==> config.mk <==
export PLATFORM = sky130hd
export DESIGN_NAME = ccm_regs
export DESIGN_NICKNAME = d
export VERILOG_FILES = /design/src/rtl/ccm_pkg.sv /design/src/rtl/ccm_regs.sv /design/src/rtl/ccm_wdog_refresh.sv
export VERILOG_INCLUDE_DIRS = /design/src /design/src/rtl
export SDC_FILE = /design/constraint.sdc
export NUM_CORES = 1
export LEC_CHECK = 0
export BUFFER_PORTS_ARGS = -buffer_cell sky130_fd_sc_hd__buf_2
export CAP_MARGIN = 20
export CORE_ASPECT_RATIO = 0.6
export CORE_UTILIZATION = 36
export CTS_BUF_LIST = sky130_fd_sc_hd__clkbuf_8
export CTS_CLUSTER_SIZE = 12
export DETAILED_ROUTE_END_ITERATION = 6
export PLACE_DENSITY = 0.6
export SLEW_MARGIN = 20
export SYNTH_ARGS = -nofsm -noshare
export SYNTH_HDL_FRONTEND = slang
export SYNTH_SLANG_ARGS = --single-unit
==> constraint.sdc <==
create_clock -name sys_clk -period 1.96 [get_ports sys_clk]
set_input_delay 0.196 -clock sys_clk [delete_from_list [all_inputs] [get_ports sys_clk]]
set_output_delay 0.196 -clock sys_clk [all_outputs]
set_load 0.05 [all_outputs]
==> src/rtl/ccm_defines.svh <==
// Offsets, field layouts, reset values and timing counts of the charger mirror bank.
// Included by every design file that needs a constant; the package does not include it.
`ifndef CCM_DEFINES_SVH
`define CCM_DEFINES_SVH

// ----------------------------------------
// Register indices (byte address = 4 * index)
// ----------------------------------------
`define CCM_IDX_PRETERM    8'h78
`define CCM_IDX_VOLTAGE    8'h79
`define CCM_IDX_TERMTIMER  8'h7A
`define CCM_IDX_IRTHERMAL  8'h7B

// ----------------------------------------
// Host-writable bit masks
// ----------------------------------------
`define CCM_WMASK_PRETERM   8'hF0
`define CCM_WMASK_VOLTAGE   8'h02
`define CCM_WMASK_TERMTIMER 8'h4E
`define CCM_WMASK_IRTHERMAL 8'hFF

// ----------------------------------------
// Fixed and reset values
// ----------------------------------------
`define CCM_TERM_EN_FIXED    1'b0
`define CCM_RECHG_FIXED      1'b1
`define CCM_TEMP_ISET_FIXED  1'b0
`define CCM_TERM_STAT_RST    1'b0
`define CCM_WDOG_SEL_FIXED   2'h1
`define CCM_CHARGE_VOLTAGE_RST         6'h00
`define CCM_CUR_STEP_SHIFT   7
`define CCM_CUR_OFFSET_MA    12'h080

// ----------------------------------------
// Timing
// ----------------------------------------
`define CCM_CLK_HZ           64'd250000000
`define CCM_REFRESH_S        64'd15
`define CCM_REFRESH_CYCLES   32'(`CCM_REFRESH_S * `CCM_CLK_HZ)

// ----------------------------------------
// Safety timer lengths in hours
// ----------------------------------------
`define CCM_TMR_H0           6'h05
`define CCM_TMR_H1           6'h08
`define CCM_TMR_H2           6'h0C
`define CCM_TMR_H3           6'h14

`endif

==> src/rtl/ccm_pkg.sv <==
// Types shared by the charger mirror bank.
// Assumes ccm_defines.svh is on the include path.
package ccm_pkg;

  // ----------------------------------------
  // Stored defaults loaded in the first cycle after reset release
  // ----------------------------------------
  typedef struct packed {
    logic [3:0] precharge_current;
    logic [3:0] termination_current;
    logic       fast_charge_entry_threshold;
    logic       timer_enable;
    logic [1:0] fast_charge_timer_length;
    logic [2:0] ir_comp_resistor;
    logic [2:0] ir_comp_clamp;
    logic [1:0] thermal_reg_threshold;
  } ccm_nv_t;

  // ----------------------------------------
  // Byte image of the four registers
  // ----------------------------------------
  typedef struct packed {
    logic [7:0] precharge_term_current;
    logic [7:0] charge_voltage_control;
    logic [7:0] termination_timer_control;
    logic [7:0] ir_comp_thermal_control;
  } ccm_image_t;

endpackage : ccm_pkg

==> src/rtl/ccm_regs.sv <==
// Charger control mirror bank: four 8-bit registers behind an APB slave.
// Assumes an APB3 master on sys_clk and charger regulation flags from pins.
//
// Register access over APB was chosen for this implementation.
`timescale 1ns/100ps
`include "ccm_defines.svh"

module ccm_regs
  import ccm_pkg::*;
#(
  parameter logic [31:0] REFRESH_CYCLES = `CCM_REFRESH_CYCLES
) (
  // Clock and reset
  input  wire logic        sys_clk,
  input  wire logic        arst_n,
  // APB slave
  input  wire logic        psel,
  input  wire logic        penable,
  input  wire logic        pwrite,
  input  wire logic [11:0] paddr,
  input  wire logic [31:0] pwdata,
  output logic      [31:0] prdata,
  output logic             pready,
  output logic             pslverr,
  // Stored defaults
  input  wire ccm_nv_t     nv_defaults,
  // Gauge charge voltage control
  input  wire logic        charge_voltage_load,
  input  wire logic [5:0]  charge_voltage_value,
  // Charger regulation flags
  input  wire logic        vin_reg_pin,
  input  wire logic        iin_reg_pin,
  input  wire logic        therm_reg_pin,
  // Charger settings
  output ccm_image_t       charger_image,
  output logic      [11:0] precharge_ma,
  output logic      [11:0] termination_ma,
  output logic      [5:0]  timer_hours,
  output logic             wdog_refresh
);

  // ----------------------------------------
  // Helper functions
  // ----------------------------------------
  function automatic logic [11:0] addr_of(input logic [7:0] idx);
    addr_of = {2'h0, idx, 2'h0};
  endfunction : addr_of

  function automatic logic [7:0] merge(input logic [7:0] old_v,
                                       input logic [7:0] new_v,
                                       input logic [7:0] mask);
    merge = (old_v & ~mask) | (new_v & mask);
  endfunction : merge

  function automatic logic [11:0] cur_ma(input logic [3:0] f);
    cur_ma = {1'b0, f, 7'h00} + `CCM_CUR_OFFSET_MA;
  endfunction : cur_ma

  function automatic logic [5:0] tmr_hours(input logic       en,
                                           input logic [1:0] len,
                                           input logic       dbl);
    logic [5:0] h;
    case (len)
      2'h0:    h = `CCM_TMR_H0;
      2'h1:    h = `CCM_TMR_H1;
      2'h2:    h = `CCM_TMR_H2;
      default: h = `CCM_TMR_H3;
    endcase
    if (!en) begin
      tmr_hours = 6'h00;
    end else if (dbl) begin
      tmr_hours = {h[4:0], 1'b0};
    end else begin
      tmr_hours = h;
    end
  endfunction : tmr_hours

  // ----------------------------------------
  // Field storage
  // ----------------------------------------
  logic [3:0] prechg_reg;
  logic [3:0] term_cur_reg;
  logic [5:0] charge_voltage_reg;
  logic       batlow_reg;
  logic       term_stat_reg;
  logic       tmr_en_reg;
  logic [1:0] tmr_len_reg;
  logic [7:0] irth_reg;
  logic       load_pending_reg;

  // ----------------------------------------
  // Bus state
  // ----------------------------------------
  logic        pready_reg;
  logic [31:0] prdata_reg;
  logic        pslverr_reg;
  logic        access;
  logic        done_wr;
  logic        hit0, hit1, hit2, hit3;
  logic        mapped;
  logic [7:0]  rd_byte;
  logic [7:0]  wr_byte;

  // ----------------------------------------
  // Synchronisers for regulation flags
  // ----------------------------------------
  logic [2:0] reg_meta_reg;
  logic [2:0] reg_sync_reg;
  logic       dbl_timer;

  always_ff @(posedge sys_clk or negedge arst_n) begin
    if (!arst_n) begin
      reg_meta_reg <= 3'h0;
      reg_sync_reg <= 3'h0;
    end else begin
      reg_meta_reg <= {vin_reg_pin, iin_reg_pin, therm_reg_pin};
      reg_sync_reg <= reg_meta_reg;
    end
  end
  assign dbl_timer = |reg_sync_reg;

  // ----------------------------------------
  // Register image
  // ----------------------------------------
  ccm_image_t img;
  always_comb begin
    img.precharge_term_current    = {prechg_reg, term_cur_reg};
    img.charge_voltage_control    = {charge_voltage_reg, batlow_reg, `CCM_RECHG_FIXED};
    img.termination_timer_control = {`CCM_TERM_EN_FIXED, term_stat_reg,
                                     `CCM_WDOG_SEL_FIXED, tmr_en_reg,
                                     tmr_len_reg, `CCM_TEMP_ISET_FIXED};
    img.ir_comp_thermal_control   = irth_reg;
  end

  // ----------------------------------------
  // Address decode
  // ----------------------------------------
  assign hit0   = (paddr == addr_of(`CCM_IDX_PRETERM));
  assign hit1   = (paddr == addr_of(`CCM_IDX_VOLTAGE));
  assign hit2   = (paddr == addr_of(`CCM_IDX_TERMTIMER));
  assign hit3   = (paddr == addr_of(`CCM_IDX_IRTHERMAL));
  assign mapped = hit0 | hit1 | hit2 | hit3;
  always_comb begin
    rd_byte = 8'h00;
    if (hit0) begin
      rd_byte = img.precharge_term_current;
    end else if (hit1) begin
      rd_byte = img.charge_voltage_control;
    end else if (hit2) begin
      rd_byte = img.termination_timer_control;
    end else if (hit3) begin
      rd_byte = img.ir_comp_thermal_control;
    end
  end
  assign wr_byte = pwdata[7:0];

  // ----------------------------------------
  // APB handshake: one wait state, then answer
  // ----------------------------------------
  assign access  = psel && penable && !pready_reg;
  assign done_wr = psel && penable && pready_reg && pwrite && mapped;

  always_ff @(posedge sys_clk or negedge arst_n) begin
    if (!arst_n) begin
      pready_reg <= 1'b0;
    end else begin
      pready_reg <= access;
    end
  end

  always_ff @(posedge sys_clk or negedge arst_n) begin
    if (!arst_n) begin
      prdata_reg  <= 32'h0000_0000;
      pslverr_reg <= 1'b0;
    end else if (access) begin
      prdata_reg  <= pwrite ? 32'h0000_0000 : {24'h00_0000, rd_byte};
      pslverr_reg <= !mapped;
    end else begin
      pslverr_reg <= 1'b0;
    end
  end

  // ----------------------------------------
  // Default load after reset release
  // ----------------------------------------
  always_ff @(posedge sys_clk or negedge arst_n) begin
    if (!arst_n) begin
      load_pending_reg <= 1'b1;
    end else begin
      load_pending_reg <= 1'b0;
    end
  end

  // ----------------------------------------
  // Precharge / termination current
  // ----------------------------------------
  logic [7:0] preterm_w;
  assign preterm_w = merge(img.precharge_term_current, wr_byte, `CCM_WMASK_PRETERM);

  always_ff @(posedge sys_clk or negedge arst_n) begin
    if (!arst_n) begin
      prechg_reg   <= 4'h0;
      term_cur_reg <= 4'h0;
    end else if (load_pending_reg) begin
      prechg_reg   <= nv_defaults.precharge_current;
      term_cur_reg <= nv_defaults.termination_current;
    end else if (done_wr && hit0) begin
      prechg_reg   <= preterm_w[7:4];
      term_cur_reg <= preterm_w[3:0];
    end
  end

  // ----------------------------------------
  // Charge voltage and entry threshold
  // ----------------------------------------
  logic [7:0] volt_w;
  assign volt_w = merge(img.charge_voltage_control, wr_byte, `CCM_WMASK_VOLTAGE);

  always_ff @(posedge sys_clk or negedge arst_n) begin
    if (!arst_n) begin
      charge_voltage_reg <= `CCM_CHARGE_VOLTAGE_RST;
    end else if (charge_voltage_load) begin
      charge_voltage_reg <= charge_voltage_value;
    end
  end

  always_ff @(posedge sys_clk or negedge arst_n) begin
    if (!arst_n) begin
      batlow_reg <= 1'b0;
    end else if (load_pending_reg) begin
      batlow_reg <= nv_defaults.fast_charge_entry_threshold;
    end else if (done_wr && hit1) begin
      batlow_reg <= volt_w[1];
    end
  end

  // ----------------------------------------
  // Termination / timer control
  // ----------------------------------------
  logic [7:0] tt_w;
  assign tt_w = merge(img.termination_timer_control, wr_byte, `CCM_WMASK_TERMTIMER);

  always_ff @(posedge sys_clk or negedge arst_n) begin
    if (!arst_n) begin
      term_stat_reg <= `CCM_TERM_STAT_RST;
      tmr_en_reg    <= 1'b0;
      tmr_len_reg   <= 2'h0;
    end else if (load_pending_reg) begin
      term_stat_reg <= `CCM_TERM_STAT_RST;
      tmr_en_reg    <= nv_defaults.timer_enable;
      tmr_len_reg   <= nv_defaults.fast_charge_timer_length;
    end else if (done_wr && hit2) begin
      term_stat_reg <= tt_w[6];
      tmr_en_reg    <= tt_w[3];
      tmr_len_reg   <= tt_w[2:1];
    end
  end

  // ----------------------------------------
  // IR compensation / thermal regulation
  // ----------------------------------------
  logic [7:0] irth_w;
  assign irth_w = merge(img.ir_comp_thermal_control, wr_byte, `CCM_WMASK_IRTHERMAL);

  always_ff @(posedge sys_clk or negedge arst_n) begin
    if (!arst_n) begin
      irth_reg <= 8'h00;
    end else if (load_pending_reg) begin
      irth_reg <= {nv_defaults.ir_comp_resistor, nv_defaults.ir_comp_clamp,
                   nv_defaults.thermal_reg_threshold};
    end else if (done_wr && hit3) begin
      irth_reg <= irth_w;
    end
  end

  // ----------------------------------------
  // Registered outputs
  // ----------------------------------------
  ccm_image_t  image_reg;
  logic [11:0] prechg_ma_reg;
  logic [11:0] term_ma_reg;
  logic [5:0]  hours_reg;
  always_ff @(posedge sys_clk or negedge arst_n) begin
    if (!arst_n) begin
      image_reg     <= '0;
      prechg_ma_reg <= 12'h000;
      term_ma_reg   <= 12'h000;
      hours_reg     <= 6'h00;
    end else begin
      image_reg     <= img;
      prechg_ma_reg <= cur_ma(prechg_reg);
      term_ma_reg   <= cur_ma(term_cur_reg);
      hours_reg     <= tmr_hours(tmr_en_reg, tmr_len_reg, dbl_timer);
    end
  end

  // ----------------------------------------
  // Watchdog refresh
  // ----------------------------------------
  ccm_wdog_refresh #(
    .REFRESH_CYCLES (REFRESH_CYCLES)
  ) u_wdog (
    .sys_clk       (sys_clk),
    .arst_n        (arst_n),
    .wdog_sel      (`CCM_WDOG_SEL_FIXED),
    .refresh_pulse (wdog_refresh)
  );

  // ----------------------------------------
  // Port drive
  // ----------------------------------------
  assign prdata         = prdata_reg;
  assign pready         = pready_reg;
  assign pslverr        = pslverr_reg;
  assign charger_image  = image_reg;
  assign precharge_ma   = prechg_ma_reg;
  assign termination_ma = term_ma_reg;
  assign timer_hours    = hours_reg;

endmodule : ccm_regs

==> src/rtl/ccm_wdog_refresh.sv <==
// Periodic refresh pulse for the charger watchdog.
// Free-running on sys_clk; keeps counting in every power mode of the gauge.
`timescale 1ns/100ps
`include "ccm_defines.svh"

module ccm_wdog_refresh
  import ccm_pkg::*;
#(
  parameter logic [31:0] REFRESH_CYCLES = `CCM_REFRESH_CYCLES
) (
  // Clock and reset
  input  wire logic       sys_clk,
  input  wire logic       arst_n,
  // Watchdog select; any nonzero value arms the refresh strobe, the period is fixed
  input  wire logic [1:0] wdog_sel,
  // Refresh strobe
  output logic            refresh_pulse
);

  logic [31:0] cnt_reg;
  logic [31:0] cnt_next;
  logic        hit;

  // ----------------------------------------
  // Interval counter
  // ----------------------------------------
  assign hit      = (cnt_reg == REFRESH_CYCLES - 32'h1);
  assign cnt_next = hit ? 32'h0 : cnt_reg + 32'h1;

  always_ff @(posedge sys_clk or negedge arst_n) begin
    if (!arst_n) begin
      cnt_reg <= 32'h0;
    end else begin
      cnt_reg <= cnt_next;
    end
  end

  // ----------------------------------------
  // Refresh pulse, only while the watchdog is armed
  // ----------------------------------------
  always_ff @(posedge sys_clk or negedge arst_n) begin
    if (!arst_n) begin
      refresh_pulse <= 1'b0;
    end else begin
      refresh_pulse <= hit && (wdog_sel != 2'h0);
    end
  end

endmodule : ccm_wdog_refresh

== Word-level counts from Yosys, hierarchy flattened ==
Cells that the tools add are included.

* Flip-flop bits (word level): 160
* Bits of input ports: 79
* Output and inout port bits: 97
* Word-level logic and storage cells: 79

* Add/sub/neg operators: 3
* Equality and inequality tests: 7
* Mux-type cells: 24
* Bitwise gates (word level): 5
* Reduce and logical (&&, ||, !) cells: 17

{| class="wikitable"
|+ Operators with widths
! operator !! count
|-
| $mux 8 || 7
|-
| $eq 12x9->1 const B || 4
|-
| $add 32x1->32 const B || 1
|-
| $eq 32x32->1 const B || 1
|-
| $mux 32 || 1
|-
| $add 11x8->12 const B || 2
|-
| $mux 4 || 4
|-
| $pmux 5 s3 || 1
|-
| $mux 6 || 2
|-
| $logic_and 1x1->1 || 9
|-
| $or 4x8->8 || 1
|-
| $reduce_bool 2->1 || 4
|-
| $mux 1 || 7
|-
| $mux 2 || 2
|-
| $or 1x1->1 || 3
|-
| $reduce_or 3->1 || 1
|-
| $eq 2x1->1 const B || 1
|-
| $eq 2x2->1 const B || 1
|-
| $logic_not 1->1 || 2
|-
| $logic_not 2->1 || 1
|-
| $or 1x2->2 const A || 1
|}

== Depth between registers and ports, before layout ==
Gate-level depths: netlist of the first run.

* Depth after elaboration: 8
* Mapped depth: 7
* Mapped depth without buffers: 6

== Modules after synthesis ==
Synthesis of the first run repeated with hierarchy kept, for this count alone.

* Cells, all modules: 453
* Area, all modules: 5286.3 um^2

{| class="wikitable"
|+ Modules (own cells, without submodules)
! module !! times used !! cells each !! area each (um^2) !! seq. area each (um^2)
|-
| ccm_regs || 1 || 295 || 3649.8 || 2203.4
|-
| ccm_wdog_refresh || 1 || 158 || 1636.6 || 825.8
|}

== Least setup slack after synthesis of the first run ==
No wires, ideal clock.

* Path kind: flip-flop to flip-flop
* Start point: register pready_reg (netlist: pready)
* End point: register tmr_en_reg
* Setup time: 0.125 ns
* Arrival time: 1.854 ns
* Setup slack: -0.019 ns
* Cell stages (with the launch flop): 6
* Buffers on the path: 0
* Clock period less this slack: 1.979 ns
* Cell sequence: dfrtp_1 > nand4_1 > nor4_4 > nand3b_1 > mux2_2 > mux2_2

* Cells in the longest elaborated chain, start to end: 5

{| class="wikitable"
|+ RTL lines
! element !! RTL line !! source
|-
| start: declaration || ccm_regs.sv:94 || <nowiki>logic pready_reg;</nowiki>
|-
| start signal: assignment || ccm_regs.sv:167 || <nowiki>pready_reg <= access;</nowiki>
|-
| $logic_and 1x1->1 (3 in a row) || ccm_regs.sv:161 || <nowiki>assign done_wr = psel && penable && pready_reg && pwrite && mapped;</nowiki>
|-
| $logic_and 1x1->1 || ccm_regs.sv:252 || <nowiki>end else if (done_wr && hit2) begin</nowiki>
|-
| $reduce_bool 2->1 (no line) || - ||
|-
| end signal: assignment || ccm_regs.sv:250 || <nowiki>tmr_en_reg <= nv_defaults.timer_enable;</nowiki>
|-
| end signal: assignment || ccm_regs.sv:254 || <nowiki>tmr_en_reg <= tt_w[3];</nowiki>
|-
| end: declaration || ccm_regs.sv:86 || <nowiki>logic tmr_en_reg;</nowiki>
|}

Every way passes these cells.
A chain may end at the register's enable or synchronous reset.

== Worst setup path in the final report of the first run ==
* Start point: register u_wdog.cnt_reg[10]
* End point: register u_wdog.cnt_reg[26]

* Cells in the longest elaborated chain, start to end: 2
* Elaborated cells on any way between the ends: 3

{| class="wikitable"
|+ RTL lines
! element !! RTL line !! source
|-
| start: declaration || ccm_wdog_refresh.sv:20 || <nowiki>logic [31:0] cnt_reg;</nowiki>
|-
| start signal: assignment || ccm_wdog_refresh.sv:34 || <nowiki>cnt_reg <= cnt_next;</nowiki>
|-
| $add 32x1->32 / $eq 32x32->1 (equally long branches) || ccm_wdog_refresh.sv:28, ccm_wdog_refresh.sv:27 ||
|-
| $mux 32 * || ccm_wdog_refresh.sv:28 || <nowiki>assign cnt_next = hit ? 32'h0 : cnt_reg + 32'h1;</nowiki>
|-
| net u_wdog.cnt_next[26] || ccm_wdog_refresh.sv:21 || <nowiki>logic [31:0] cnt_next;</nowiki>
|}

The timed path passes the listed nets; every way through them passes the cells marked *.

==> results_tabular.tex, run 1 <==
\begin{tabular}{lr}
\hline
Metric & Value \\
\hline
\multicolumn{2}{l}{\textbf{Global route}} \\
Vias in the first global route & 3594 \\
Global-route wire length before repair & 19800 um \\
Largest net degree at the start of global routing & 68 \\
Total gr overflow & 0 \\
Combined global-route utilization of all metal layers & 0.180 \\
Global-route track usage on met2 & 0.239 \\
Busiest metal layer after global routing & met1 \\
Met3 usage & 0.0450 \\
Initial antenna violation count & 0 \\
Met1 Track Usage GR & 0.271 \\
\multicolumn{2}{l}{\textbf{Clocking}} \\
Number of H-tree levels & 4 \\
Later-pin clock latency in the skew report & 0.44 ns \\
Maximum buffer depth of the clock tree & 2 \\
TritonCTS clock tree & yes \\
Clock buffers created by TritonCTS & 17 \\
Clock root buffer & clkbuf\_8 \\
Clk sinks & 121 \\
CTS clock-pin slew for the worst setup and hold paths & 0.08 ns \\
\multicolumn{2}{l}{\textbf{Floorplan}} \\
Floorplan core area & 13800 um\^{}2 \\
Width of the chip & 157 um \\
I/O pin count & 176 \\
Die height & 94.8 um \\
Full die area & 14800 um\^{}2 \\
Initial core utilization & 0.373 \\
Site Rows & 33 \\
\multicolumn{2}{l}{\textbf{STA}} \\
Max Freq & 0.551 GHz \\
Final Skew & 0.0126 ns \\
Post-layout minimum cycle time & 1.81 ns \\
Accumulated negative setup slack & 0 ns \\
Final setup violation count & 0 \\
Rel. slew slack & 0.536 \\
Fin. Hold Viols & 0 \\
Worst Tran Pin Value & 0.695 ns \\
Final Cycle Share & 0.926 \\
Max-slew violation total from the final report & 0 \\
Unrepaired setup endpoints after global routing & false \\
Worst slack on hold paths & 0.0444 ns \\
Final critical-path setup slack & 0.146 ns \\
\multicolumn{2}{l}{\textbf{Logic synthesis}} \\
Post-Syn Area per Cell & 12.1 um\^{}2 \\
Main area contributors after synthesis & dfrtp\_1, buf\_4, mux2\_2, xnor2\_1, nand2\_1 \\
Post-synthesis cell area & 5160 um\^{}2 \\
Most used standard cell by instance count after synthesis & dfrtp\_1 \\
Flip-flop and latch count after synthesis & 121 \\
Post-synth top flop & dfrtp\_1 \\
Post-synthesis instance total & 427 \\
Proportion of register bits with asynchronous set or reset after synthesis & 1.00 \\
Proportion of synthesized chip area in sequential cells & 0.587 \\
Top-area cell type share of the netlist area & 0.582 \\
Ranking of synthesized cells by instance count & dfrtp\_1, buf\_4, nand2\_1 \\
Post-synthesis cell type with the largest combined area & dfrtp\_1 \\
Count of yosys warnings during synthesis & 0 \\
Unique cell type count in the Yosys netlist & 44 \\
Count of flip-flops with a built-in enable after synthesis & 0 \\
\multicolumn{2}{l}{\textbf{Critical path}} \\
Crit path required time & 2.27 ns \\
Maximum fanout along the worst path & 6 \\
Critical path startpoint category & flop \\
Critical Path Sink Type & flop \\
Worst Path Arrival & 2.12 ns \\
Critical Setup Path Class & reg -> reg \\
\multicolumn{2}{l}{\textbf{Final layout}} \\
Number of diodes added for antenna fixing & 0 \\
Final cell utilization of the core & 0.485 \\
Number of flip-flops under the largest register name & 32 \\
Signed area change from the synthesized netlist to the final layout & 29.9\% \\
Post-layout instance count excluding filler cells & 809 \\
Register area & 3030 um\^{}2 \\
Fill cell instance count of the final layout & 1295 \\
Layout cell share with drive strength beyond 1 & 0.339 \\
Final cell area excluding filler cells & 6710 um\^{}2 \\
\# nets final & 689 \\
Multi-input logic area & 1950 um\^{}2 \\
\multicolumn{2}{l}{\textbf{Placement}} \\
Total half-perimeter wirelength after legalization and detailed placement & 9070 um \\
Post-place instance area & 5980 um\^{}2 \\
Minimum setup slack after placement & -0.136 ns \\
Cells after DPL & 746 \\
Global placer's final weighted congestion & 0.825 \\
Port bufs & 110 \\
\multicolumn{2}{l}{\textbf{Detailed routing}} \\
Via total after detailed routing & 3761 \\
Routed WL & 12500 um \\
DRC violation total after the first TritonRoute iteration & 188 \\
Drc violations & 0 \\
Vias per cell & 4.65 \\
Average wire per cell in the routed design & 15.4 um \\
Iteration count of the initial detailed-routing pass & 4 \\
Detail Route Antenna Nets & 0 \\
\multicolumn{2}{l}{\textbf{Pwr}} \\
Worst vdd ir & 0.000385 V \\
Power Density & 871 nW/um\^{}2 \\
LEAKAGE & 3.29 nW \\
Overall power after layout & 5.84 mW \\
\multicolumn{2}{l}{\textbf{Flow run}} \\
Maximum Capacitance Violations & 0 \\
\multicolumn{2}{l}{\textbf{Hold path}} \\
Tightest Hold Check Type & in -> reg \\
\multicolumn{2}{l}{\textbf{Outcome}} \\
Run status & completed \\
\hline
\end{tabular}
[cell usage in the layout (no fill, tap or decap), drive strengths merged, types with 2 or more instances in the layout]
cell type	n
a22o	2
a32o	4
and2	2
and3	6
and4	2
buf	139
clkbuf	17
clkinv	5
clkinvlp	2
conb	43
dfrtp	120
dlygate4sd3	30
ha	6
inv	14
mux2	34
mux2i	13
nand2	35
nand2b	3
nand3	22
nand3b	3
nand4	10
nor2	29
nor2b	2
nor3	3
nor3b	3
nor4	9
o211ai	6
o21ai	8
o31ai	2
or3	3
xnor2	16
xor2	13
[worst max-delay path, cell delays in order (launching register included)]
cell and delay (ns):
dfrtp_1 0.44, nand4_1 0.11, buf_4 0.17, nor4_2 0.28, buf_4 0.19, nand3_1 0.18
o211ai_1 0.22, o31ai_1 0.09
[layout make-up]
| cell class | count | area share |
|---|---|---|
| clock inverters | 15 | 0.0211 |
| inverters | 7 | 0.00392 |
| repair buffers | 169 | 0.162 |
| well taps | 192 | 0.0358 |
| multi-input cells | 288 | 0.291 |
| flip-flops and latches | 121 | 0.452 |
| clock buffers | 17 | 0.0349 |
[repair_timing]
| item | CTS | global route |
|---|---|---|
| endpoints found under the setup margin | 1 | 29 |
| pin swaps | 0 | 2 |
| endpoints found under the hold margin | 149 | 0 |
| hold buffers | 30 | 0 |
| buffers inserted | 0 | 1 |
| resized for setup | 1 | 7 |
[final timing paths]
check | from | to | slack (ns) | depth (start not counted)
max | u_wdog.cnt_reg[10]$_DFF_PN0_ | u_wdog.cnt_reg[26]$_DFF_PN0_ | 0.15 | 7
min | pwdata[6] | term_stat_reg$_DFFE_PN0P_ | 0.04 | 3
max reg2reg | u_wdog.cnt_reg[10]$_DFF_PN0_ | u_wdog.cnt_reg[26]$_DFF_PN0_ | 0.15 | 7
min reg2reg | reg_meta_reg[1]$_DFF_PN0_ | reg_sync_reg[1]$_DFF_PN0_ | 0.35 | 0
max in group asynchronous | arst_n | u_wdog.cnt_reg[14]$_DFF_PN0_ | 0.98 | 3
min in group asynchronous | arst_n | reg_sync_reg[2]$_DFF_PN0_ | 0.29 | 3
[layer usage]
| metal | routed length (um) | vias up | share of wire |
|---|---|---|---|
| met5 | 0 | - | 0 |
| met1 | 6410 | 1859 | 0.51 |
| met3 | 691 | 16 | 0.055 |
| met4 | 194 | 0 | 0.016 |
| li1 | - | 1751 | - |
| met2 | 5170 | 135 | 0.42 |
[cell families (layout without fill, tap and decap cells)]
group / after synthesis / count (layout) / share of synthesized area
AO/OA/AOI/OAI: 27 / 27 / 0.0376
XOR/XNOR: 29 / 29 / 0.0492
adder cells (fa/ha/maj): 6 / 6 / 0.0145
buffers and inverters: 59 / 208 / 0.0734
flip-flops: 121 / 121 / 0.587
multiplexers: 47 / 47 / 0.0994
other: 2 / 43 / 0.00145
AND/OR/NAND/NOR: 136 / 136 / 0.138
[where the power goes]
group,leakage [nW],internal [mW],switching [mW],total (mW)
Clock,0.190,1.02,1.09,2.12
Sequential,1.52,2.65,0.114,2.76
Combinational,1.59,0.252,0.710,0.962
No activity file was read; power rests on OpenSTA's default activity.
==> inputs of run 2 (changes only) <==
- PLACE_DENSITY: 0.6 -> 0.58
- clock period: 1.96 -> 2.2 ns (I/O delays scaled with it)
==> run 2 against run 1 <==
Effect of this change: non-clock buffer count is 36 lower; count of clock-buffer cells in the layout is 1 higher; global-route usage is 0.74 points lower; cell count is 4.4% lower; utilization is 2.4 points lower; combinational power is 16% lower; largest power group unchanged; highest routed layer unchanged.
==> results_tabular.tex, run 2 (synthesized netlist as in run 1, its figures left out) <==
\begin{tabular}{lr}
\hline
Metric & Value \\
\hline
\multicolumn{2}{l}{\textbf{Outcome}} \\
Run status & completed (unchanged) \\
\multicolumn{2}{l}{\textbf{Critical path}} \\
Critical path startpoint category & flop (unchanged) \\
Maximum fanout along the worst path & 5 (was 6) \\
Origin of the critical flop-to-flop path & u\_wdog.cnt\_reg[11]\$\_DFF\_PN0\_ (was u\_wdog.cnt\_reg[10]\$\_DFF\_PN0\_) \\
Worst reg2reg path depth & 7 (unchanged) \\
Critical Setup Path Class & reg -> reg (unchanged) \\
Crit path required time & 2.50 ns (was 2.27 ns) \\
Capturing point of the worst reg2reg path & u\_wdog.cnt\_reg[31]\$\_DFF\_PN0\_ (was u\_wdog.cnt\_reg[26]\$\_DFF\_PN0\_) \\
Worst Path Arrival & 2.27 ns (was 2.12 ns) \\
R2R Setup Slk & 0.23 ns (was 0.15 ns) \\
Critical Path Sink Type & flop (unchanged) \\
\multicolumn{2}{l}{\textbf{Detailed routing}} \\
Average wire per cell in the routed design & 15.1 um (was 15.4 um) \\
Iteration count of the initial detailed-routing pass & 5 (was 4) \\
Drc violations & 0 (unchanged) \\
Vias per cell & 4.57 (was 4.65) \\
Detail Route Antenna Nets & 0 (unchanged) \\
DRC violation total after the first TritonRoute iteration & 181 (was 188) \\
Routed WL & 11600 um (was 12500 um) \\
Via total after detailed routing & 3533 (was 3761) \\
\multicolumn{2}{l}{\textbf{Clocking}} \\
Later-pin clock latency in the skew report & 0.42 ns (was 0.44 ns) \\
Maximum buffer depth of the clock tree & 2 (unchanged) \\
TritonCTS clock tree & yes (unchanged) \\
Clk sinks & 121 (unchanged) \\
Number of H-tree levels & 4 (unchanged) \\
Clock root buffer & clkbuf\_8 (unchanged) \\
Clock buffers created by TritonCTS & 17 (unchanged) \\
CTS clock-pin slew for the worst setup and hold paths & 0.09 ns (was 0.08 ns) \\
Number of setup buffers added after CTS & 0 (unchanged) \\
\multicolumn{2}{l}{\textbf{Floorplan}} \\
Width of the chip & 157 um (unchanged) \\
I/O pin count & 176 (unchanged) \\
Die height & 94.8 um (unchanged) \\
Floorplan core area & 13800 um\^{}2 (unchanged) \\
Site Rows & 33 (unchanged) \\
Initial core utilization & 0.373 (unchanged) \\
Full die area & 14800 um\^{}2 (unchanged) \\
\multicolumn{2}{l}{\textbf{STA}} \\
Fin. Hold Viols & 0 (unchanged) \\
Final Skew & 0.0122 ns (was 0.0126 ns) \\
Post-layout minimum cycle time & 1.97 ns (was 1.81 ns) \\
Final Cycle Share & 0.894 (was 0.926) \\
Unrepaired setup endpoints after global routing & false (unchanged) \\
Final setup violation count & 0 (unchanged) \\
Max Freq & 0.508 GHz (was 0.551 GHz) \\
Worst Tran Pin Value & 0.540 ns (was 0.695 ns) \\
Rel. slew slack & 0.637 (was 0.536) \\
Max-slew violation total from the final report & 0 (unchanged) \\
Final critical-path setup slack & 0.233 ns (was 0.146 ns) \\
\multicolumn{2}{l}{\textbf{Global route}} \\
Global-route wire length before repair & 19000 um (was 19800 um) \\
Combined global-route utilization of all metal layers & 0.173 (was 0.180) \\
Total gr overflow & 0 (unchanged) \\
Initial antenna violation count & 0 (unchanged) \\
Vias in the first global route & 3520 (was 3594) \\
Largest net degree at the start of global routing & 52 (was 68) \\
\multicolumn{2}{l}{\textbf{Placement}} \\
Global placer's final weighted congestion & 0.853 (was 0.825) \\
Total half-perimeter wirelength after legalization and detailed placement & 8530 um (was 9070 um) \\
Minimum setup slack after placement & -0.0720 ns (was -0.136 ns) \\
Port bufs & 110 (unchanged) \\
Cells after DPL & 736 (was 746) \\
\multicolumn{2}{l}{\textbf{Pwr}} \\
Combinational Power Share & 0.153 (was 0.165) \\
Internal power consumption & 3.61 mW (was 3.92 mW) \\
LEAKAGE & 3.12 nW (was 3.29 nW) \\
Worst vdd ir & 0.000333 V (was 0.000385 V) \\
Power Density & 833 nW/um\^{}2 (was 871 nW/um\^{}2) \\
Overall power after layout & 5.31 mW (was 5.84 mW) \\
Switching power as a share of total power & 0.319 (was 0.329) \\
Portion of total power attributed to the clock network & 0.384 (was 0.363) \\
Sequential Power Share & 0.463 (was 0.473) \\
Net switching component of the power & 1.69 mW (was 1.92 mW) \\
\multicolumn{2}{l}{\textbf{Final layout}} \\
Number of flip-flops under the largest register name & 32 (unchanged) \\
Signed area change from the synthesized netlist to the final layout & 23.5\% (was 29.9\%) \\
Commonest cells after routing, fill and taps aside & dfrtp\_1, buf\_2, conb\_1, nand2\_1, nor2\_1 (was dfrtp\_1, buf\_2, conb\_1, nand2\_1, dlygate4sd3\_1) \\
Final cell utilization of the core & 0.461 (was 0.485) \\
Most common cell after layout, fill and taps aside & dfrtp\_1 (unchanged) \\
Register area & 3030 um\^{}2 (about the same) \\
\# nets final & 653 (was 689) \\
Number of diodes added for antenna fixing & 0 (unchanged) \\
Multi-input logic area & 1920 um\^{}2 (was 1950 um\^{}2) \\
Layout cell share with drive strength beyond 1 & 0.332 (was 0.339) \\
Fill cell instance count of the final layout & 1321 (was 1295) \\
Post-layout instance count excluding filler cells & 773 (was 809) \\
\multicolumn{2}{l}{\textbf{Hold path}} \\
Tightest Hold Check Type & in -> reg (unchanged) \\
Start point of the worst min-delay path & nv\_defaults[0] (was pwdata[6]) \\
Sink of the worst hold path & irth\_reg[0]\$\_DFFE\_PN0P\_ (was term\_stat\_reg\$\_DFFE\_PN0P\_) \\
Hold Path Depth & 2 (was 3) \\
\multicolumn{2}{l}{\textbf{Flow run}} \\
Maximum Capacitance Violations & 0 (unchanged) \\
\hline
\end{tabular}
==> run 2: changes by cell type in the layout (fill, tap and decap cells not counted), moves of 2 or more <==
| cell | delta |
|---|---|
| clkinvlp_4 | +2 |
| dfrtp_2 | -2 |
| dlygate4sd3_1 | -25 |
| buf_4 | -11 |
| dfrtp_1 | +2 |
| clkinv_4 | -3 |
==> run 2: layout make-up <==
class,count,area share
flip-flops and latches,121,0.475
multi-input cells,288,0.301
inverters,7,0.00412
repair buffers,133,0.118
well taps,192,0.0377
clock buffers,18,0.0389
clock inverters,14,0.0251
==> run 2: metal layers <==
| metal | global-route usage | wire, um |
|---|---|---|
| met1 | 0.269 | 6210 |
| met2 | 0.231 | 4700 |
| met3 | 0.0363 | 598 |
| met4 | 0.0621 | 129 |
| met5 | 0 | 0 |
==> run 2: power by group through the flow <==
stage	Sequential (mW)	Combinational [mW]	Clock, mW
floorplan	2.75	0.358	0
global placement	2.50	0.807	0
detailed placement	2.51	0.811	0
CTS	2.46	0.820	2.09
global route	2.48	0.867	2.19
finish	2.46	0.812	2.04
==> run 2: how the worst max path moves through the flow <==
| stage | from | endpoint | slack [ns] |
|---|---|---|---|
| floorplan | paddr[11] | tmr_en_reg$_DFFE_PN0P_ | 0.20 |
| global placement | paddr[11] | irth_reg[5]$_DFFE_PN0P_ | -0.05 |
| detailed placement | paddr[11] | irth_reg[5]$_DFFE_PN0P_ | -0.07 |
| CTS | u_wdog.cnt_reg[0]$_DFF_PN0_ | u_wdog.cnt_reg[26]$_DFF_PN0_ | 0.16 |
| global route | u_wdog.cnt_reg[23]$_DFF_PN0_ | u_wdog.cnt_reg[25]$_DFF_PN0_ | 0.07 |
| finish | u_wdog.cnt_reg[11]$_DFF_PN0_ | u_wdog.cnt_reg[31]$_DFF_PN0_ | 0.23 |
==> run 2: what timing repair did <==
item | in CTS | in global routing
hold buffers | 5 | 0
resized for setup | 0 | 2
endpoints found under the hold margin | 35 | 0
setup endpoints to repair | 0 | 1
==> run 2: critical path, cell delays in order (launching register included) <==
cell	delay, ns
dfrtp_1	0.46
nand4_1	0.20
buf_4	0.20
nor4_1	0.25
buf_4	0.20
nand3_1	0.10
a21o_1	0.20
mux2_2	0.25
==> run 2: metrics by stage <==
| step | TNS, ns | hold WS [ns] | instance area (um^2) |
|---|---|---|---|
| finish | 0 | 0.0239 | 6370 |
| global route | 0 | 0.00153 | 6370 |
| CTS | 0 | 0.000675 | 6360 |
| detailed placement | -0.485 | 0.204 | 5900 |
| global placement | -0.394 | 0.200 | 5900 |
| floorplan | 0 | -0.0756 | 5320 |
==> inputs of run 3 (changes only) <==
- ABC_AREA: not set -> 1
- PLACE_DENSITY: 0.58 -> 0.56
==> run 3 against run 2 <==
Effect of this change: die area grew 11%; count of clock-buffer cells in the layout is 1 lower; combinational power up 4.3%; worst setup slack better by 0.14 ns; design area is 6.5% higher; sequential power about the same; sequential share of layout area down 2.9 points; clock power decreased by 9.8%; register-to-register slack improved by 0.14 ns; hold slack better by 0.0029 ns.
==> results_tabular.tex, run 3 <==
\begin{tabular}{lr}
\hline
Metric & Value \\
\hline
\multicolumn{2}{l}{\textbf{Outcome}} \\
Run status & completed (unchanged) \\
\multicolumn{2}{l}{\textbf{Global route}} \\
Initial antenna violation count & 0 (unchanged) \\
Met3 usage & 0.0425 (was 0.0363) \\
Global-route track usage on met2 & 0.226 (was 0.231) \\
Busiest metal layer after global routing & met1 (unchanged) \\
Largest net degree at the start of global routing & 53 (was 52) \\
Global-route wire length before repair & 22900 um (was 19000 um) \\
Total gr overflow & 0 (unchanged) \\
Vias in the first global route & 4189 (was 3520) \\
Met1 Track Usage GR & 0.317 (was 0.269) \\
Combined global-route utilization of all metal layers & 0.189 (was 0.173) \\
\multicolumn{2}{l}{\textbf{Final layout}} \\
Layout cell share with drive strength beyond 1 & 0.222 (was 0.332) \\
Most common cell after layout, fill and taps aside & nand2\_1 (was dfrtp\_1) \\
Commonest cells after routing, fill and taps aside & nand2\_1, dfrtp\_1, buf\_2, inv\_1, nor2\_1 (was dfrtp\_1, buf\_2, conb\_1, nand2\_1, nor2\_1) \\
Fill cell instance count of the final layout & 1535 (was 1321) \\
Number of flip-flops under the largest register name & 32 (unchanged) \\
Multi-input logic area & 2200 um\^{}2 (was 1920 um\^{}2) \\
\# nets final & 872 (was 653) \\
Number of diodes added for antenna fixing & 0 (unchanged) \\
Signed area change from the synthesized netlist to the final layout & 18.6\% (was 23.5\%) \\
Register area & 3030 um\^{}2 (unchanged) \\
\multicolumn{2}{l}{\textbf{STA}} \\
Final Skew & 0.0149 ns (was 0.0122 ns) \\
Worst Tran Pin Value & 0.610 ns (was 0.540 ns) \\
Fin. Hold Viols & 0 (unchanged) \\
Rel. slew slack & 0.589 (was 0.637) \\
Final Cycle Share & 0.832 (was 0.894) \\
Accumulated negative setup slack & 0 ns (unchanged) \\
Final setup violation count & 0 (unchanged) \\
Worst slack on hold paths & 0.0269 ns (was 0.0239 ns) \\
Unrepaired setup endpoints after global routing & false (unchanged) \\
Max Freq & 0.546 GHz (was 0.508 GHz) \\
Max-slew violation total from the final report & 0 (unchanged) \\
Post-layout minimum cycle time & 1.83 ns (was 1.97 ns) \\
\multicolumn{2}{l}{\textbf{Logic synthesis}} \\
Proportion of synthesized chip area in sequential cells & 0.529 (was 0.587) \\
Synthesized-area fraction occupied by and/or/nand/nor cells & 0.256 (was 0.138) \\
Main area contributors after synthesis & dfrtp\_1, nand2\_1, buf\_4, inv\_1, nor2\_1 (was dfrtp\_1, buf\_4, mux2\_2, xnor2\_1, nand2\_1) \\
XOR/XNOR Fraction of Synth Area & 0.0383 (was 0.0492) \\
Fraction of the mapped netlist area in adder cells & 0.0131 (was 0.0145) \\
Post-synthesis cell area & 5720 um\^{}2 (was 5160 um\^{}2) \\
Post-Syn Area per Cell & 8.72 um\^{}2 (was 12.1 um\^{}2) \\
Count of yosys warnings during synthesis & 0 (unchanged) \\
Share of the synthesized area in compound gates (AO/OA/AOI/OAI) & 0.0415 (was 0.0376) \\
Count of flip-flops with a built-in enable after synthesis & 0 (unchanged) \\
Ranking of synthesized cells by instance count & nand2\_1, dfrtp\_1, inv\_1 (was dfrtp\_1, buf\_4, nand2\_1) \\
Main combinational cell family by area after synthesis & simple AND/OR/NAND/NOR gates (unchanged) \\
Proportion of register bits with asynchronous set or reset after synthesis & 1.00 (unchanged) \\
Top-area cell type share of the netlist area & 0.525 (was 0.582) \\
Flip-flop and latch count after synthesis & 121 (unchanged) \\
Post-synthesis cell type with the largest combined area & dfrtp\_1 (unchanged) \\
Post-synthesis instance total & 656 (was 427) \\
Post-synth top flop & dfrtp\_1 (unchanged) \\
Most used standard cell by instance count after synthesis & nand2\_1 (was dfrtp\_1) \\
Unique cell type count in the Yosys netlist & 37 (was 44) \\
Share of synthesized area spent on multiplexers & 0.00787 (was 0.0994) \\
\multicolumn{2}{l}{\textbf{Floorplan}} \\
Die height & 99.7 um (was 94.8 um) \\
Initial core utilization & 0.371 (was 0.373) \\
Full die area & 16400 um\^{}2 (was 14800 um\^{}2) \\
Site Rows & 35 (was 33) \\
Width of the chip & 165 um (was 157 um) \\
I/O pin count & 176 (unchanged) \\
Floorplan core area & 15400 um\^{}2 (was 13800 um\^{}2) \\
\multicolumn{2}{l}{\textbf{Placement}} \\
Port bufs & 110 (unchanged) \\
Total half-perimeter wirelength after legalization and detailed placement & 11400 um (was 8530 um) \\
Global placer's final weighted congestion & 0.933 (was 0.853) \\
\multicolumn{2}{l}{\textbf{Clocking}} \\
Number of setup buffers added after CTS & 0 (unchanged) \\
Maximum buffer depth of the clock tree & 2 (unchanged) \\
Clock buffers created by TritonCTS & 17 (unchanged) \\
Number of H-tree levels & 4 (unchanged) \\
Clk sinks & 121 (unchanged) \\
Quantity of gates resized following cts & 0 (unchanged) \\
Later-pin clock latency in the skew report & 0.42 ns (about the same) \\
Clock root buffer & clkbuf\_8 (unchanged) \\
CTS clock-pin slew for the worst setup and hold paths & 0.07 ns (was 0.09 ns) \\
TritonCTS clock tree & yes (unchanged) \\
Hold buffer count at cts & 4 (was 5) \\
\multicolumn{2}{l}{\textbf{Critical path}} \\
Delay of the slowest critical-path stage & 0.46 ns (about the same) \\
Worst Path Arrival & 2.13 ns (was 2.27 ns) \\
Critical-path cell list & nand2\_1, nor3\_1, nand2\_1, nor2\_1, xnor2\_1, nor2\_1 (was nand4\_1, buf\_4, nor4\_1, buf\_4, nand3\_1, a21o\_1, mux2\_2) \\
Critical Path Sink Type & flop (unchanged) \\
Maximum fanout along the worst path & 5 (unchanged) \\
Cell family with the largest share of critical-path delay & simple AND/OR/NAND/NOR gates (unchanged) \\
Slowest library cell on the worst path & dfrtp\_1 (unchanged) \\
Crit path required time & 2.50 ns (about the same) \\
Critical path startpoint category & flop (unchanged) \\
Worst path bufs/invs & 0 (was 2) \\
Critical Setup Path Class & reg -> reg (unchanged) \\
\multicolumn{2}{l}{\textbf{Detailed routing}} \\
Vias per cell & 4.61 (was 4.57) \\
Via total after detailed routing & 4620 (was 3533) \\
Detail Route Antenna Nets & 0 (unchanged) \\
Drc violations & 0 (unchanged) \\
Iteration count of the initial detailed-routing pass & 5 (unchanged) \\
Average wire per cell in the routed design & 14.7 um (was 15.1 um) \\
Routed WL & 14800 um (was 11600 um) \\
DRC violation total after the first TritonRoute iteration & 384 (was 181) \\
\multicolumn{2}{l}{\textbf{Hold path}} \\
Tightest Hold Check Type & in -> reg (unchanged) \\
\multicolumn{2}{l}{\textbf{Pwr}} \\
Overall power after layout & 5.13 mW (was 5.31 mW) \\
LEAKAGE & 3.42 nW (was 3.12 nW) \\
Worst vdd ir & 0.000404 V (was 0.000333 V) \\
Power Density & 756 nW/um\^{}2 (was 833 nW/um\^{}2) \\
\multicolumn{2}{l}{\textbf{Flow run}} \\
Maximum Capacitance Violations & 0 (unchanged) \\
\hline
\end{tabular}
[run 3: worst paths after layout]
path	slack (ns)	startpoint	to	depth (start not counted)
worst min register to register	0.36	reg_meta_reg[0]$_DFF_PN0_	reg_sync_reg[0]$_DFF_PN0_	0
worst min-delay path	0.03	charge_voltage_value[4]	charge_voltage_reg[4]$_DFFE_PN0P_	3
worst max register to register	0.37	u_wdog.cnt_reg[9]$_DFF_PN0_	u_wdog.cnt_reg[12]$_DFF_PN0_	6
worst max-delay path	0.37	u_wdog.cnt_reg[9]$_DFF_PN0_	u_wdog.cnt_reg[12]$_DFF_PN0_	6
max in group asynchronous	1.39	arst_n	u_wdog.cnt_reg[8]$_DFF_PN0_	3
min in group asynchronous	0.18	arst_n	charger_image[21]$_DFF_PN0_	2
[run 3: power by group]
| group | total, mW | internal [mW] | leakage [nW] | switching [mW] |
|---|---|---|---|---|
| Clock | 1.84 | 0.889 | 0.167 | 0.947 |
| Combinational | 0.847 | 0.167 | 1.71 | 0.680 |
| Sequential | 2.45 | 2.36 | 1.54 | 0.0885 |
| Total | 5.13 | 3.42 | 3.42 | 1.72 |
[run 3: kinds of logic (layout without fill, tap and decap cells)]
logic type      after synthesis  in the layout
mux                           4              4
xor+xnor                     25             25
other cells                   2             43
fa+ha+maj                     6              6
simple gates                331            331
flops                       121            121
buf+inv                     126            228
compound gates               41             41
[run 3: through the flow]
stage	util	setup slack [ns]	cells	cell area (um^2)
3_5_place_dp	0.414	0.443	967	6390
6_report	0.440	0.370	1002	6790
4_1_cts	0.440	0.427	1002	6790
5_1_grt	0.440	0.196	1002	6790
2_1_floorplan	-	0.665	697	5880
3_3_place_gp	0.414	0.433	967	6390
[run 3: layer usage]
layer,wire (um),vias to the layer above
met1,8100,2168
li1,-,2251
met3,1010,17
met5,0,-
met4,225,0
met2,5430,184
[run 3: tightest hold or removal path: cells and delay by family]
| family | cells | cell delay [ns] |
|---|---|---|
| buffers and inverters | 1 | 0.07 |
| AND/OR/NAND/NOR | 1 | 0.04 |
| AO/OA/AOI/OAI | 1 | 0.07 |
[run 3: layout make-up]
| cell class | count | share of cell area |
|---|---|---|
| inverter | 76 | 0.0420 |
| clock buffer | 17 | 0.0345 |
| sequential | 121 | 0.446 |
| clock inverter | 14 | 0.0184 |
| multi-input combinational | 450 | 0.324 |
| timing repair buffer | 121 | 0.0970 |
| tap | 203 | 0.0374 |
